<file path="src/core/upc_cfg.svh">
// offsets, field positions, reset values and address split points for the upper paging cache
`ifndef UPC_CFG_SVH
`define UPC_CFG_SVH

// ====================================================================
// register byte offsets
`define UPC_OFS_CTRL        8'h00
`define UPC_OFS_LEVEL       8'h04
`define UPC_OFS_FILLS       8'h08
`define UPC_OFS_HITS        8'h0c

// ====================================================================
// control register fields
`define UPC_CTRL_FIVE       0
`define UPC_CTRL_NX         1
`define UPC_CTRL_SSX        2
`define UPC_CTRL_XAE        3
`define UPC_CTRL_CMODE      4
`define UPC_CTRL_NEST       5
`define UPC_CTRL_TMODE_LO   6
`define UPC_CTRL_INVAL      8
`define UPC_CTRL_GAW_LO     16
`define UPC_CTRL_RST        32'h002f_0000
`define UPC_CTRL_WMASK      32'h003f_00ff
`define UPC_TMODE_SCALABLE  2'h1

// ====================================================================
// paging entry fields
`define UPC_E_P             0
`define UPC_E_RW            1
`define UPC_E_US            2
`define UPC_E_WTHRU         3
`define UPC_E_CDIS          4
`define UPC_E_A             5
`define UPC_E_XA            10
`define UPC_E_NX            63
`define UPC_S_R             0
`define UPC_S_W             1
`define UPC_S_X             2
`define UPC_FL_RSV_MASK     64'h7ff0_0000_0000_0080
`define UPC_SL_RSV_MASK     64'h7ff0_0000_0000_0080

// ====================================================================
// address split points
`define UPC_L5_LO           48
`define UPC_L4_LO           39
`define UPC_FOUR_TOP        47

`endif

</file>
<file path="src/core/upc_pkg.sv">
// types shared by the upper paging cache
`default_nettype none

package upc_pkg;

  typedef enum logic [1:0] {UPC_FIRST, UPC_SECOND, UPC_NESTED} upc_kind_t;

  typedef struct packed {
    logic        valid;
    upc_kind_t   kind;
    logic        five;
    logic [17:0] tag;
    logic [39:0] tab;
    logic        rd;
    logic        wr;
    logic        us;
    logic        nx;
    logic        cdis;
    logic        wthru;
  } upc_entry_t;

  typedef struct packed {
    logic [56:0] iaddr;
    upc_kind_t   kind;
    logic        five;
    logic        from_entry;
  } upc_lookup_t;

  typedef struct packed {
    logic       hit5;
    upc_entry_t ent5;
    logic       hit4;
    upc_entry_t ent4;
  } upc_result_t;

  typedef struct packed {
    logic        lvl4;
    upc_kind_t   kind;
    logic        five;
    logic [56:0] iaddr;
    logic [63:0] e5;
    logic [63:0] e4;
    logic [51:0] a5;
    logic [51:0] a4;
    logic        ss_rd5;
    logic        ss_rd4;
    logic        ss_wr5;
    logic        ss_wr4;
    logic        ss_w;
    logic        ss_x;
    logic [39:0] ss_tab;
  } upc_fill_t;

  typedef struct packed {
    logic [51:0] addr;
    logic [63:0] set_bits;
  } upc_update_t;

  typedef enum logic [2:0] {ST_IDLE, ST_CHECK, ST_UPD5, ST_UPD4, ST_ALLOC} upc_state_t;

endpackage : upc_pkg

`default_nettype wire

</file>
<file path="src/core/upc_top.sv">
// level-5 and level-4 paging structure caches with an AXI4-Lite control slave
`timescale 1ns/1ns
`default_nettype none
`include "upc_cfg.svh"

module upc_top #(
  parameter int DEPTH = 8
) (
  // clock and reset
  input  wire logic                  aclk,
  input  wire logic                  aresetn,
  // axi4-lite slave
  input  wire logic [7:0]            s_axi_awaddr,
  input  wire logic                  s_axi_awvalid,
  output logic                       s_axi_awready,
  input  wire logic [31:0]           s_axi_wdata,
  input  wire logic [3:0]            s_axi_wstrb,
  input  wire logic                  s_axi_wvalid,
  output logic                       s_axi_wready,
  output logic [1:0]                 s_axi_bresp,
  output logic                       s_axi_bvalid,
  input  wire logic                  s_axi_bready,
  input  wire logic [7:0]            s_axi_araddr,
  input  wire logic                  s_axi_arvalid,
  output logic                       s_axi_arready,
  output logic [31:0]                s_axi_rdata,
  output logic [1:0]                 s_axi_rresp,
  output logic                       s_axi_rvalid,
  input  wire logic                  s_axi_rready,
  // lookup from the page walker
  input  wire logic                  lookup_valid,
  input  wire upc_pkg::upc_lookup_t  lookup_req,
  output logic                       result_valid,
  output upc_pkg::upc_result_t       result,
  // fill from the page walker
  input  wire logic                  fill_valid,
  input  wire upc_pkg::upc_fill_t    fill_req,
  output logic                       fill_ready,
  output logic                       fill_done,
  output logic                       fill_alloc,
  // accessed flag updates towards memory
  output logic                       upd_valid,
  output upc_pkg::upc_update_t       upd,
  input  wire logic                  upd_ready,
  // invalidation
  input  wire logic                  invalidate
);

  localparam int PW = $clog2(DEPTH);

  generate
    if (DEPTH < 2 || DEPTH > 128 || (DEPTH & (DEPTH - 1)) != 0) begin : g_bad
      $error("upc_top: DEPTH must be a power of two from 2 to 128");
    end
  endgenerate

  // ====================================================================
  // helpers
  function automatic logic [17:0] tag_of(input logic lvl4, input upc_pkg::upc_kind_t kind,
                                         input logic five, input logic [56:0] ia,
                                         input logic [5:0] gaw);
    logic [56:0] m;
    m = ia;
    if (kind == upc_pkg::UPC_SECOND) begin
      m = ia & ((57'h1 << (7'(gaw) + 7'h1)) - 57'h1);
    end else if (!five) begin
      m = ia & ((57'h1 << (`UPC_FOUR_TOP + 1)) - 57'h1);
    end
    m = lvl4 ? (m >> `UPC_L4_LO) : (m >> `UPC_L5_LO);
    return m[17:0];
  endfunction : tag_of

  function automatic logic both_and(input logic inc5, input logic b5, input logic b4,
                                    input logic inc4);
    return (~inc5 | b5) & (~inc4 | b4);
  endfunction : both_and

  function automatic logic [7:0] count_valid(input upc_pkg::upc_entry_t c [DEPTH]);
    logic [7:0] n;
    n = 8'h00;
    for (int i = 0; i < DEPTH; i++) begin
      n = n + {7'h00, c[i].valid};
    end
    return n;
  endfunction : count_valid

  // ====================================================================
  // control registers, entry arrays and allocation pointers
  logic [31:0]          ctrl_r;
  logic [15:0]          alloc_cnt_r;
  logic [15:0]          refuse_cnt_r;
  logic [31:0]          hit_cnt_r;
  upc_pkg::upc_entry_t  c5_r [DEPTH];
  upc_pkg::upc_entry_t  c4_r [DEPTH];
  logic [PW-1:0]        ptr5_r;
  logic [PW-1:0]        ptr4_r;

  wire       cfg_five  = ctrl_r[`UPC_CTRL_FIVE];
  wire       cfg_nx    = ctrl_r[`UPC_CTRL_NX];
  wire       cfg_ssx   = ctrl_r[`UPC_CTRL_SSX];
  wire       cfg_xae   = ctrl_r[`UPC_CTRL_XAE];
  wire       cfg_cmode = ctrl_r[`UPC_CTRL_CMODE];
  wire [5:0] cfg_gaw   = ctrl_r[`UPC_CTRL_GAW_LO +: 6];
  wire       nest_mode = (ctrl_r[`UPC_CTRL_TMODE_LO +: 2] == `UPC_TMODE_SCALABLE)
                         & ctrl_r[`UPC_CTRL_NEST];

  // ====================================================================
  // axi4-lite slave: address and data taken in either order
  logic [7:0]  awaddr_r;
  logic [31:0] wdata_r;
  logic [3:0]  wstrb_r;

  wire aw_hs  = s_axi_awvalid & s_axi_awready;
  wire w_hs   = s_axi_wvalid & s_axi_wready;
  wire do_wr  = ~s_axi_awready & ~s_axi_wready & ~s_axi_bvalid;
  wire ar_hs  = s_axi_arvalid & s_axi_arready;
  wire wr_ctl = do_wr & (awaddr_r == `UPC_OFS_CTRL);
  wire wr_hit = (awaddr_r == `UPC_OFS_CTRL) | (awaddr_r == `UPC_OFS_LEVEL)
                | (awaddr_r == `UPC_OFS_FILLS) | (awaddr_r == `UPC_OFS_HITS);
  wire sw_inv = wr_ctl & wstrb_r[1] & wdata_r[`UPC_CTRL_INVAL];

  wire [31:0] strb_mask = {{8{wstrb_r[3]}}, {8{wstrb_r[2]}}, {8{wstrb_r[1]}}, {8{wstrb_r[0]}}};
  wire [31:0] ctrl_nxt  = (ctrl_r & ~(strb_mask & `UPC_CTRL_WMASK))
                          | (wdata_r & strb_mask & `UPC_CTRL_WMASK);

  wire [31:0] level_val = {16'h0000, count_valid(c4_r), count_valid(c5_r)};
  wire        rd_hit    = (s_axi_araddr == `UPC_OFS_CTRL) | (s_axi_araddr == `UPC_OFS_LEVEL)
                          | (s_axi_araddr == `UPC_OFS_FILLS) | (s_axi_araddr == `UPC_OFS_HITS);
  wire [31:0] rd_val    = (s_axi_araddr == `UPC_OFS_CTRL)  ? ctrl_r :
                          (s_axi_araddr == `UPC_OFS_LEVEL) ? level_val :
                          (s_axi_araddr == `UPC_OFS_FILLS) ? {refuse_cnt_r, alloc_cnt_r} :
                          (s_axi_araddr == `UPC_OFS_HITS)  ? hit_cnt_r : 32'h0000_0000;

  always_ff @(posedge aclk) begin
    if (!aresetn) begin
      s_axi_awready <= 1'b1;
      s_axi_wready  <= 1'b1;
      s_axi_bvalid  <= 1'b0;
      s_axi_bresp   <= 2'h0;
      awaddr_r      <= 8'h00;
      wdata_r       <= 32'h0000_0000;
      wstrb_r       <= 4'h0;
      ctrl_r        <= `UPC_CTRL_RST;
    end else begin
      if (aw_hs) begin
        s_axi_awready <= 1'b0;
        awaddr_r      <= s_axi_awaddr;
      end
      if (w_hs) begin
        s_axi_wready <= 1'b0;
        wdata_r      <= s_axi_wdata;
        wstrb_r      <= s_axi_wstrb;
      end
      if (do_wr) begin
        s_axi_awready <= 1'b1;
        s_axi_wready  <= 1'b1;
        s_axi_bvalid  <= 1'b1;
        s_axi_bresp   <= wr_hit ? 2'h0 : 2'h3;
      end else if (s_axi_bready) begin
        s_axi_bvalid <= 1'b0;
      end
      // the invalidate bit never stores; it only fires a pulse
      if (wr_ctl) begin
        ctrl_r <= ctrl_nxt;
      end
    end
  end

  always_ff @(posedge aclk) begin
    if (!aresetn) begin
      s_axi_arready <= 1'b1;
      s_axi_rvalid  <= 1'b0;
      s_axi_rdata   <= 32'h0000_0000;
      s_axi_rresp   <= 2'h0;
    end else if (ar_hs) begin
      s_axi_arready <= 1'b0;
      s_axi_rvalid  <= 1'b1;
      s_axi_rdata   <= rd_val;
      s_axi_rresp   <= rd_hit ? 2'h0 : 2'h3;
    end else if (s_axi_rvalid && s_axi_rready) begin
      s_axi_arready <= 1'b1;
      s_axi_rvalid  <= 1'b0;
    end
  end

  // ====================================================================
  // lookup
  wire [17:0] lk_tag5 = tag_of(1'b0, lookup_req.kind, lookup_req.five, lookup_req.iaddr, cfg_gaw);
  wire [17:0] lk_tag4 = tag_of(1'b1, lookup_req.kind, lookup_req.five, lookup_req.iaddr, cfg_gaw);
  // entry-address lookups exist only for nested walks in scalable mode
  wire lk_ok  = ~lookup_req.from_entry
                | (nest_mode & (lookup_req.kind == upc_pkg::UPC_SECOND));
  wire lk_ok5 = lk_ok & cfg_five & lookup_req.five;

  upc_pkg::upc_result_t lk_res;

  always_comb begin
    lk_res = '0;
    for (int i = DEPTH - 1; i >= 0; i--) begin
      if (lk_ok5 && c5_r[i].valid && c5_r[i].kind == lookup_req.kind
          && c5_r[i].tag == lk_tag5) begin
        lk_res.hit5 = 1'b1;
        lk_res.ent5 = c5_r[i];
      end
      if (lk_ok && c4_r[i].valid && c4_r[i].kind == lookup_req.kind
          && c4_r[i].five == lookup_req.five && c4_r[i].tag == lk_tag4) begin
        lk_res.hit4 = 1'b1;
        lk_res.ent4 = c4_r[i];
      end
    end
  end

  // a hit lets the walker skip the memory read of the cached entries
  always_ff @(posedge aclk) begin
    if (!aresetn) begin
      result_valid <= 1'b0;
      result       <= '0;
      hit_cnt_r    <= 32'h0000_0000;
    end else begin
      result_valid <= lookup_valid;
      if (lookup_valid) begin
        result <= lk_res;
      end
      if (lookup_valid && (lk_res.hit5 || lk_res.hit4)) begin
        hit_cnt_r <= hit_cnt_r + 32'h0000_0001;
      end
    end
  end

  // ====================================================================
  // fill: checks, accessed flag updates, allocation
  upc_pkg::upc_state_t state_r;
  upc_pkg::upc_fill_t  fr;

  wire sl_kind = (fr.kind == upc_pkg::UPC_SECOND);
  wire nested  = (fr.kind == upc_pkg::UPC_NESTED);
  wire inc5    = ~fr.lvl4 | fr.five;
  wire inc4    = fr.lvl4;

  wire fl_ok5 = fr.e5[`UPC_E_P] & ~|(fr.e5 & `UPC_FL_RSV_MASK);
  wire fl_ok4 = fr.e4[`UPC_E_P] & ~|(fr.e4 & `UPC_FL_RSV_MASK);
  wire sl_ok5 = (fr.e5[`UPC_S_R] | fr.e5[`UPC_S_W]) & ~|(fr.e5 & `UPC_SL_RSV_MASK);
  wire sl_ok4 = (fr.e4[`UPC_S_R] | fr.e4[`UPC_S_W]) & ~|(fr.e4 & `UPC_SL_RSV_MASK);

  wire need5 = ~sl_kind & inc5
               & (~fr.e5[`UPC_E_A] | (cfg_xae & ~fr.e5[`UPC_E_XA]));
  wire need4 = ~sl_kind & inc4
               & (~fr.e4[`UPC_E_A] | (cfg_xae & ~fr.e4[`UPC_E_XA]));

  wire lvl_ok  = fr.lvl4 | (cfg_five & fr.five);
  wire fl_ok   = both_and(inc5, fl_ok5, fl_ok4, inc4);
  wire rd_ok   = both_and(inc5, fr.ss_rd5, fr.ss_rd4, inc4);
  wire wrp_ok  = (~need5 | fr.ss_wr5) & (~need4 | fr.ss_wr4);
  wire sl_ok   = cfg_cmode | both_and(inc5, sl_ok5, sl_ok4, inc4);
  wire fill_ok = lvl_ok & (sl_kind ? sl_ok : (fl_ok & (~nested | (rd_ok & wrp_ok))));

  wire [63:0] set5 = (64'h1 << `UPC_E_A) | ({63'h0, cfg_xae} << `UPC_E_XA);

  // merged rights; level-5 bits drop out under 4-level paging
  wire [63:0] eo    = fr.lvl4 ? fr.e4 : fr.e5;
  wire rw_and = both_and(inc5, fr.e5[`UPC_E_RW], fr.e4[`UPC_E_RW], inc4);
  wire us_and = both_and(inc5, fr.e5[`UPC_E_US], fr.e4[`UPC_E_US], inc4);
  wire nx_or  = cfg_nx & ((inc5 & fr.e5[`UPC_E_NX]) | (inc4 & fr.e4[`UPC_E_NX]));
  wire r_and  = both_and(inc5, fr.e5[`UPC_S_R], fr.e4[`UPC_S_R], inc4);
  wire w_and  = both_and(inc5, fr.e5[`UPC_S_W], fr.e4[`UPC_S_W], inc4);
  wire x_and  = ~cfg_ssx | both_and(inc5, fr.e5[`UPC_S_X], fr.e4[`UPC_S_X], inc4);
  wire ss_x   = ~cfg_ssx | fr.ss_x;

  upc_pkg::upc_entry_t new_ent;

  always_comb begin
    new_ent       = '0;
    new_ent.valid = 1'b1;
    new_ent.kind  = fr.kind;
    new_ent.five  = fr.five;
    new_ent.tag   = tag_of(fr.lvl4, fr.kind, fr.five, fr.iaddr, cfg_gaw);
    unique case (fr.kind)
      upc_pkg::UPC_SECOND: begin
        // execute kept inverted in the nx field so all kinds share one layout
        new_ent.tab = eo[51:12];
        new_ent.rd  = r_and;
        new_ent.wr  = w_and;
        new_ent.us  = 1'b1;
        new_ent.nx  = ~x_and;
      end
      upc_pkg::UPC_NESTED: begin
        new_ent.tab = fr.ss_tab;
        new_ent.rd  = 1'b1;
        new_ent.wr  = rw_and & fr.ss_w;
        new_ent.us  = us_and;
        new_ent.nx  = nx_or | ~ss_x;
      end
      default: begin
        new_ent.tab   = eo[51:12];
        new_ent.rd    = 1'b1;
        new_ent.wr    = rw_and;
        new_ent.us    = us_and;
        new_ent.nx    = nx_or;
        new_ent.cdis  = eo[`UPC_E_CDIS];
        new_ent.wthru = eo[`UPC_E_WTHRU];
      end
    endcase
  end

  wire inval   = invalidate | sw_inv;
  wire upd_hs  = upd_valid & upd_ready;
  wire fill_hs = fill_valid & fill_ready;

  always_ff @(posedge aclk) begin
    if (!aresetn) begin
      state_r      <= upc_pkg::ST_IDLE;
      fr           <= '0;
      fill_ready   <= 1'b1;
      fill_done    <= 1'b0;
      fill_alloc   <= 1'b0;
      upd_valid    <= 1'b0;
      upd          <= '0;
      alloc_cnt_r  <= 16'h0000;
      refuse_cnt_r <= 16'h0000;
    end else begin
      fill_done  <= 1'b0;
      fill_alloc <= 1'b0;
      unique case (state_r)
        upc_pkg::ST_IDLE: begin
          if (fill_hs) begin
            fr         <= fill_req;
            fill_ready <= 1'b0;
            state_r    <= upc_pkg::ST_CHECK;
          end
        end
        upc_pkg::ST_CHECK: begin
          if (!fill_ok) begin
            fill_done    <= 1'b1;
            fill_ready   <= 1'b1;
            refuse_cnt_r <= refuse_cnt_r + 16'h0001;
            state_r      <= upc_pkg::ST_IDLE;
          end else if (need5) begin
            upd_valid <= 1'b1;
            upd       <= '{addr: fr.a5, set_bits: set5};
            state_r   <= upc_pkg::ST_UPD5;
          end else if (need4) begin
            upd_valid <= 1'b1;
            upd       <= '{addr: fr.a4, set_bits: set5};
            state_r   <= upc_pkg::ST_UPD4;
          end else begin
            state_r <= upc_pkg::ST_ALLOC;
          end
        end
        upc_pkg::ST_UPD5: begin
          if (upd_hs && need4) begin
            upd     <= '{addr: fr.a4, set_bits: set5};
            state_r <= upc_pkg::ST_UPD4;
          end else if (upd_hs) begin
            upd_valid <= 1'b0;
            state_r   <= upc_pkg::ST_ALLOC;
          end
        end
        upc_pkg::ST_UPD4: begin
          if (upd_hs) begin
            upd_valid <= 1'b0;
            state_r   <= upc_pkg::ST_ALLOC;
          end
        end
        upc_pkg::ST_ALLOC: begin
          // the referenced table is never inspected, so empty tables are cached too
          fill_done   <= 1'b1;
          fill_alloc  <= ~inval;
          fill_ready  <= 1'b1;
          alloc_cnt_r <= alloc_cnt_r + {15'h0000, ~inval};
          state_r     <= upc_pkg::ST_IDLE;
        end
      endcase
    end
  end

  // ====================================================================
  // entry storage; entries stay as allocated until invalidated or overwritten when the pointer wraps, even if
  // memory changes underneath, and an allocation racing an invalidate is
  // dropped only in the invalidate cycle; a fill taken before it still allocates afterwards
  wire alloc = (state_r == upc_pkg::ST_ALLOC) & ~inval;

  always_ff @(posedge aclk) begin
    if (!aresetn) begin
      for (int i = 0; i < DEPTH; i++) begin
        c5_r[i] <= '0;
        c4_r[i] <= '0;
      end
      ptr5_r <= '0;
      ptr4_r <= '0;
    end else if (inval) begin
      for (int i = 0; i < DEPTH; i++) begin
        c5_r[i].valid <= 1'b0;
        c4_r[i].valid <= 1'b0;
      end
    end else if (alloc && fr.lvl4) begin
      c4_r[ptr4_r] <= new_ent;
      ptr4_r       <= ptr4_r + 1'b1;
    end else if (alloc) begin
      c5_r[ptr5_r] <= new_ent;
      ptr5_r       <= ptr5_r + 1'b1;
    end
  end

endmodule : upc_top

`default_nettype wire

</file>
<file path="config.mk">
export PLATFORM = sky130hd
export DESIGN_NAME = upc_top
export DESIGN_NICKNAME = d
export VERILOG_FILES = /design/src/core/upc_pkg.sv /design/src/core/upc_top.sv
export VERILOG_INCLUDE_DIRS = /design/src /design/src/core
export SDC_FILE = /design/constraint.sdc
export NUM_CORES = 2
export LEC_CHECK = 0
export BUFFER_PORTS_ARGS = -buffer_cell sky130_fd_sc_hd__buf_2
export CAP_MARGIN = 20
export CORE_ASPECT_RATIO = 1.4
export CORE_UTILIZATION = 38
export DETAILED_ROUTE_END_ITERATION = 10
export SYNTH_ARGS = -nofsm -noshare
export SYNTH_HDL_FRONTEND = slang
export SYNTH_SLANG_ARGS = --single-unit
</file>
<file path="constraint.sdc">
create_clock -name aclk -period 6.4 [get_ports aclk]
set_input_delay 0.64 -clock aclk [delete_from_list [all_inputs] [get_ports aclk]]
set_output_delay 0.64 -clock aclk [all_outputs]
set_load 0.1 [all_outputs]
</file>
* Word-level counts from Yosys, hierarchy flattened
Cells that the tools add are included.
Word-level totals: output and inout bits 300, bits in registers 1865, input bits 463, logic and storage cells 582
Cells by class: bitwise operators 103, magnitude comparators 4, $add $sub $neg 21, shift-type cells 1, eq/ne operators 60, multiplexer cells 66, reductions and logical operators 87
Operators with widths (number):
- $mux W69 | 16
- $bwmux W544 | 2
- $mux W116 | 4
- $demux W68 S3 | 2
- $pmux W116 S2 | 1
- $mux W57 | 4
- $eq A18 B18 Y1 | 8
- $eq A18 B9 Y1 | 8
- $mux W68 | 2
- $mux W32 | 4
- $and A57 B57 Y57 | 2
- $pmux W44 S2 | 1
- $logic_and A1 B1 Y1 | 62
- $shl A1 B7 Y57 const A | 1
- $sub A57 B1 Y57 const B | 1
- $mux W52 | 1
- $and A1 B1 Y1 | 40
- $or A1 B1 Y1 | 34
- $add A32 B1 Y32 const B | 1
- $and A32 B32 Y32 | 1
- $eq A2 B2 Y1 | 16
- $eq A8 B4 Y1 const B | 4
- $not A22 Y32 | 1
- $or A32 B22 Y32 | 1
- 43 further kinds | 125

* Longest topological paths before layout
depth after elaboration 19, depth in mapped cells 17, mapped depth without buffers 12

* Worst setup path after synthesis
Ideal clock, no wire load.
path kind input-to-reg, from in lookup_req[2] in the netlist's numbering, to reg hit_cnt_r[4], arrival time 3.946 ns, data required time 6.330 ns, buffers on the path 2, stages on the path 12, slack 2.384 ns, setup time 0.070 ns, path through nor2b_1 -> buf_2 -> a31oi_1 -> xnor2_1 -> o2111ai_1 -> or4_1 -> or4_4 -> o2111ai_2 -> o41ai_2 -> buf_2 -> or3_1 -> a21oi_1
On the way: longest elaborated chain between the ends 18, elaborated cells on any way between the ends 112, classes of those cells eq/ne (33); mux (17); bitwise (4); reduce/logical (58)
RTL lines:
- from (decl) | line upc_top.sv:32 | input wire upc_pkg::upc_lookup_t lookup_req,
- $eq A2 B1 Y1 | line upc_top.sv:64, upc_top.sv:192
- $and A1 B1 Y1 | line upc_top.sv:192 | | (nest_mode & (lookup_req.kind == upc_pkg::UPC_SECOND));
- $or A1 B1 Y1 | line upc_top.sv:192
- $and A1 B1 Y1 (2 in a row) | line upc_top.sv:193 | wire lk_ok5 = lk_ok & cfg_five & lookup_req.five;
- $logic_and A1 B1 Y1 (2 in a row) | line upc_top.sv:200 | if (lk_ok5 && c5_r[i].valid && c5_r[i].kind == lookup_req.kind
- $logic_and A1 B1 Y1 | line upc_top.sv:201 | && c5_r[i].tag == lk_tag5) begin
- $mux W69 (8 in a row) | line upc_top.sv:200
- $logic_or A1 B1 Y1 * | line upc_top.sv:224 | if (lookup_valid && (lk_res.hit5 || lk_res.hit4)) begin
- $logic_and A1 B1 Y1 * | line upc_top.sv:224
- to (signal assigned) | line upc_top.sv:225 | hit_cnt_r <= hit_cnt_r + 32'h0000_0001;
- to (decl) | line upc_top.sv:92 | logic [31:0] hit_cnt_r;
Mark *: on every way between the ends. The rest lies on a longest branch, timed or not. A chain may end at the register's enable or synchronous reset.

==> impl_metrics.yaml <==
logic_synthesis:
  async_reset_ff_frac: 0
  synth_top_area_share: 0.4582
  avgSynthCellArea_um2: 8.251
  synth_seq_area_share: 0.4582
  synth_cells: 9156
  ys_ff_latch: 1729
  yosysWarningCount: 0
  synth_edf_count: 0
  synthesis.area_um2: 75550
  synth_top_area_cell: "dfxtp_1"
  synth_cell_types: 93
  synth_area_leaders: "dfxtp_1 (46%), a211oi_1 (9.0%), nand2_1 (6.7%)"
  ys.flop_type: "dfxtp_1"
detailed_routing:
  vias_per_cell: 5.688
  wl_um: 304000
  drtIter0Drc: 5658
  first_pass_iters: 6
  postRouteAntennaNets: 0
  drc: 0
  num_vias: 70116
  post_drt_wl_per_cell_um: 24.66
critical_path:
  worstSetupPathType: "flip-flop to flip-flop"
  cp_max_fo: 20
  crit_arrival_ns: 5.77
  required_ns: 7.08
  cp-end-kind: "flip-flop"
  crit_path_start_kind: "flip-flop"
clocking:
  post_cts_buffers: 0
  cts_tree: "yes"
  clockRootBuffer: "clkbuf_16"
  cts_resized: 0
  clk_pin_slew_ns: 0.06
  cts_sinks: 1729
  cts.path.max_buffers: 4
  clk_latency_ns: 0.87
  cts_buffers: 179
  htreeDepth: 4
die:
  die_height_um: 529.6
  fp.dieW_um: 378.8
  fp-row-count: 193
  core_um2: 197500
  ioPinCount: 763
  start_util: 0.3825
  die_area_um2: 200600
grt:
  use_met3: 0.05552
  gr-usage-all-layers: 0.2924
  antenna_found_initial: 62
  use_met1: 0.3645
  grt_pass1_wl_um: 441400
  grt.overflow.total: 0
  busiest_layer: "met2"
  met2_usage: 0.4758
  grt_max_degree: 207
  grt_pass1_vias: 66648
final_layout:
  nFillCells: 19567
  final_cell_area_um2: 89320
  final_nets: 10029
  syn_to_final_growth_pct: 18.23
  drive_above_1_share: 0.1399
  fin_util: 0.4522
sta:
  min_period_ns: 5.093
  tns_ns: 0
  max_slew_margin: 0.2017
  fin_skew_ns: 0.08337
  fin_crit_sh: 0.7958
  drv_slew: 0
  hold_slack_ns: 0.03867
  setup_viol: 0
  tightest_slew_ns: 1.198
  hold_viol: 0
  clock.fmax_mhz: 196.3
  rsz0062_at_grt: "false"
pwr:
  p_per_area_nw_per_um2: 264.6
  p_leak_uw: 0.03176
  peakVddDrop_uv: 269.5
min_path:
  hold_path_class: "input pin to flip-flop"
  min_from: "s_axi_wstrb[2]"
run_status:
  status: "completed"
job:
  drv_cap: 0
place:
  placed_area_um2: 81720
  dpl.hpwl_um: 207200
  finalWeightedCongestion: 0.9915
  portBuffers: 596
[final timing paths]
| check | to | slack, ns | depth (start not counted) |
|---|---|---|---|
| max | hit_cnt_r[1] | 1.31 | 13 |
| min | wstrb_r[2] | 0.04 | 3 |
| max reg2reg | hit_cnt_r[1] | 1.31 | 13 |
| min reg2reg | result[78] | 0.44 | 2 |
[report_power, final]
part	internal, µW	switching, µW	total, µW	leakage (µW)
sequential	10900	96.1	11000	0.0140
clock	6160	4540	10700	0.00289
combinational	551	1390	1940	0.0149
total	17600	6020	23600	0.0318
[kinds of logic (layout without fill, tap and decap cells)]
logic type               count (synthesis)  after routing  share of synthesized area
AO/OA/AOI/OAI                         2566           2566                     0.2305
XOR/XNOR                               186            186                    0.02156
adder cells (fa/ha/maj)                 22             22                   0.004439
buffers and inverters                 1000           1453                    0.05394
flip-flops                            1729           1729                     0.4582
multiplexers                           274            274                    0.03723
other                                    1             87                 0.00004964
AND/OR/NAND/NOR                       3378           3378                     0.1941
[timing repair]
action,4_1_cts,5_1_grt
setup endpoints to repair,0,0
hold buffers,160,0
hold endpoints to repair,160,0
[layout make-up]
cell class,count,area (µm²),share of cell area
inverters,70,270.3,0.003026
diodes,25,62.56,0.0007004
flip-flops and latches,1729,34620,0.3876
clock buffers,251,5226,0.05851
repair buffers,1076,7700,0.08621
clock inverters,56,644.4,0.007214
well taps,2632,3293,0.03687
multi-input cells,6488,37500,0.4199
[synth_stat cells, types with 103 or more instances]
master and instances:
dfxtp_1 1729, nand2_1 1346, nor2_1 1275, a211oi_1 904, clkbuf_1 789, a21oi_1 759, o21ai_0 266, mux2i_1 254
and3_1 184, o311a_1 132, xor2_1 110, nand3_1 103
[registers in the layout (all words and copies together), names as in the netlist, 3 cells and up, named ones only]
signal / flops
state_r: 3
wstrb_r: 3
upd: 54
refuse_cnt_r: 16
c5_r: 544
ptr4_r: 3
wdata_r: 15
awaddr_r: 8
s_axi_rdata: 32
fr: 291
hit_cnt_r: 32
result: 138
c4_r: 544
alloc_cnt_r: 16
ptr5_r: 3
[critical path: stages (launching register included)]
cell     delay, ns
dfxtp_1       0.71
buf_4         0.31
a31oi_1       0.28
o22ai_1       0.33
nand2_1       0.31
xor2_1        0.24
and2_1        0.22
and4_2        0.20
or4b_2        0.65
buf_4         0.23
o41ai_4       0.95
buf_4         0.28
mux2i_1       0.19
nor2_1        0.05
[metal layers]
layer / share of wire / vias up / wire length [µm]
met5: 0.00087 / - / 265
met4: 0.059 / 40 / 18050
met3: 0.072 / 727 / 22000
met2: 0.46 / 2598 / 139700
met1: 0.41 / 33521 / 123900
li1: - / 33230 / -
[cells in the final DEF, fill, tap and decap left out, types with 55 or more instances in the layout]
master / synthesis / layout
a21oi_1: 759 / 753
clkbuf_16: 0 / 185
dlygate4sd3_1: 0 / 160
inv_1: 69 / 69
buf_2: 50 / 595
mux2i_1: 254 / 254
o221ai_1: 84 / 84
nand4_1: 55 / 55
conb_1: 1 / 62
nor4_1: 65 / 60
xnor2_1: 76 / 76
o21ai_0: 266 / 264
buf_4: 65 / 266
o21ai_1: 74 / 76
and3_1: 184 / 181
nand2_1: 1346 / 1344
xor2_1: 110 / 110
o311a_1: 132 / 132
a211oi_1: 904 / 903
nor2_1: 1275 / 1258
nor3_1: 65 / 60
nand2b_1: 62 / 60
dfxtp_1: 1729 / 1727
nand3_1: 103 / 100
[stage by stage]
step	worst slack [ns]	cells	power (µW)
2_1_floorplan	2.384	9217	12360
3_3_place_gp	0.7981	11830	13040
3_5_place_dp	0.7026	11832	13060
4_1_cts	1.320	12299	23780
5_1_grt	1.151	12311	24340
6_report	1.307	12327	23640
Note: power is estimated with default switching activity, not from simulation.
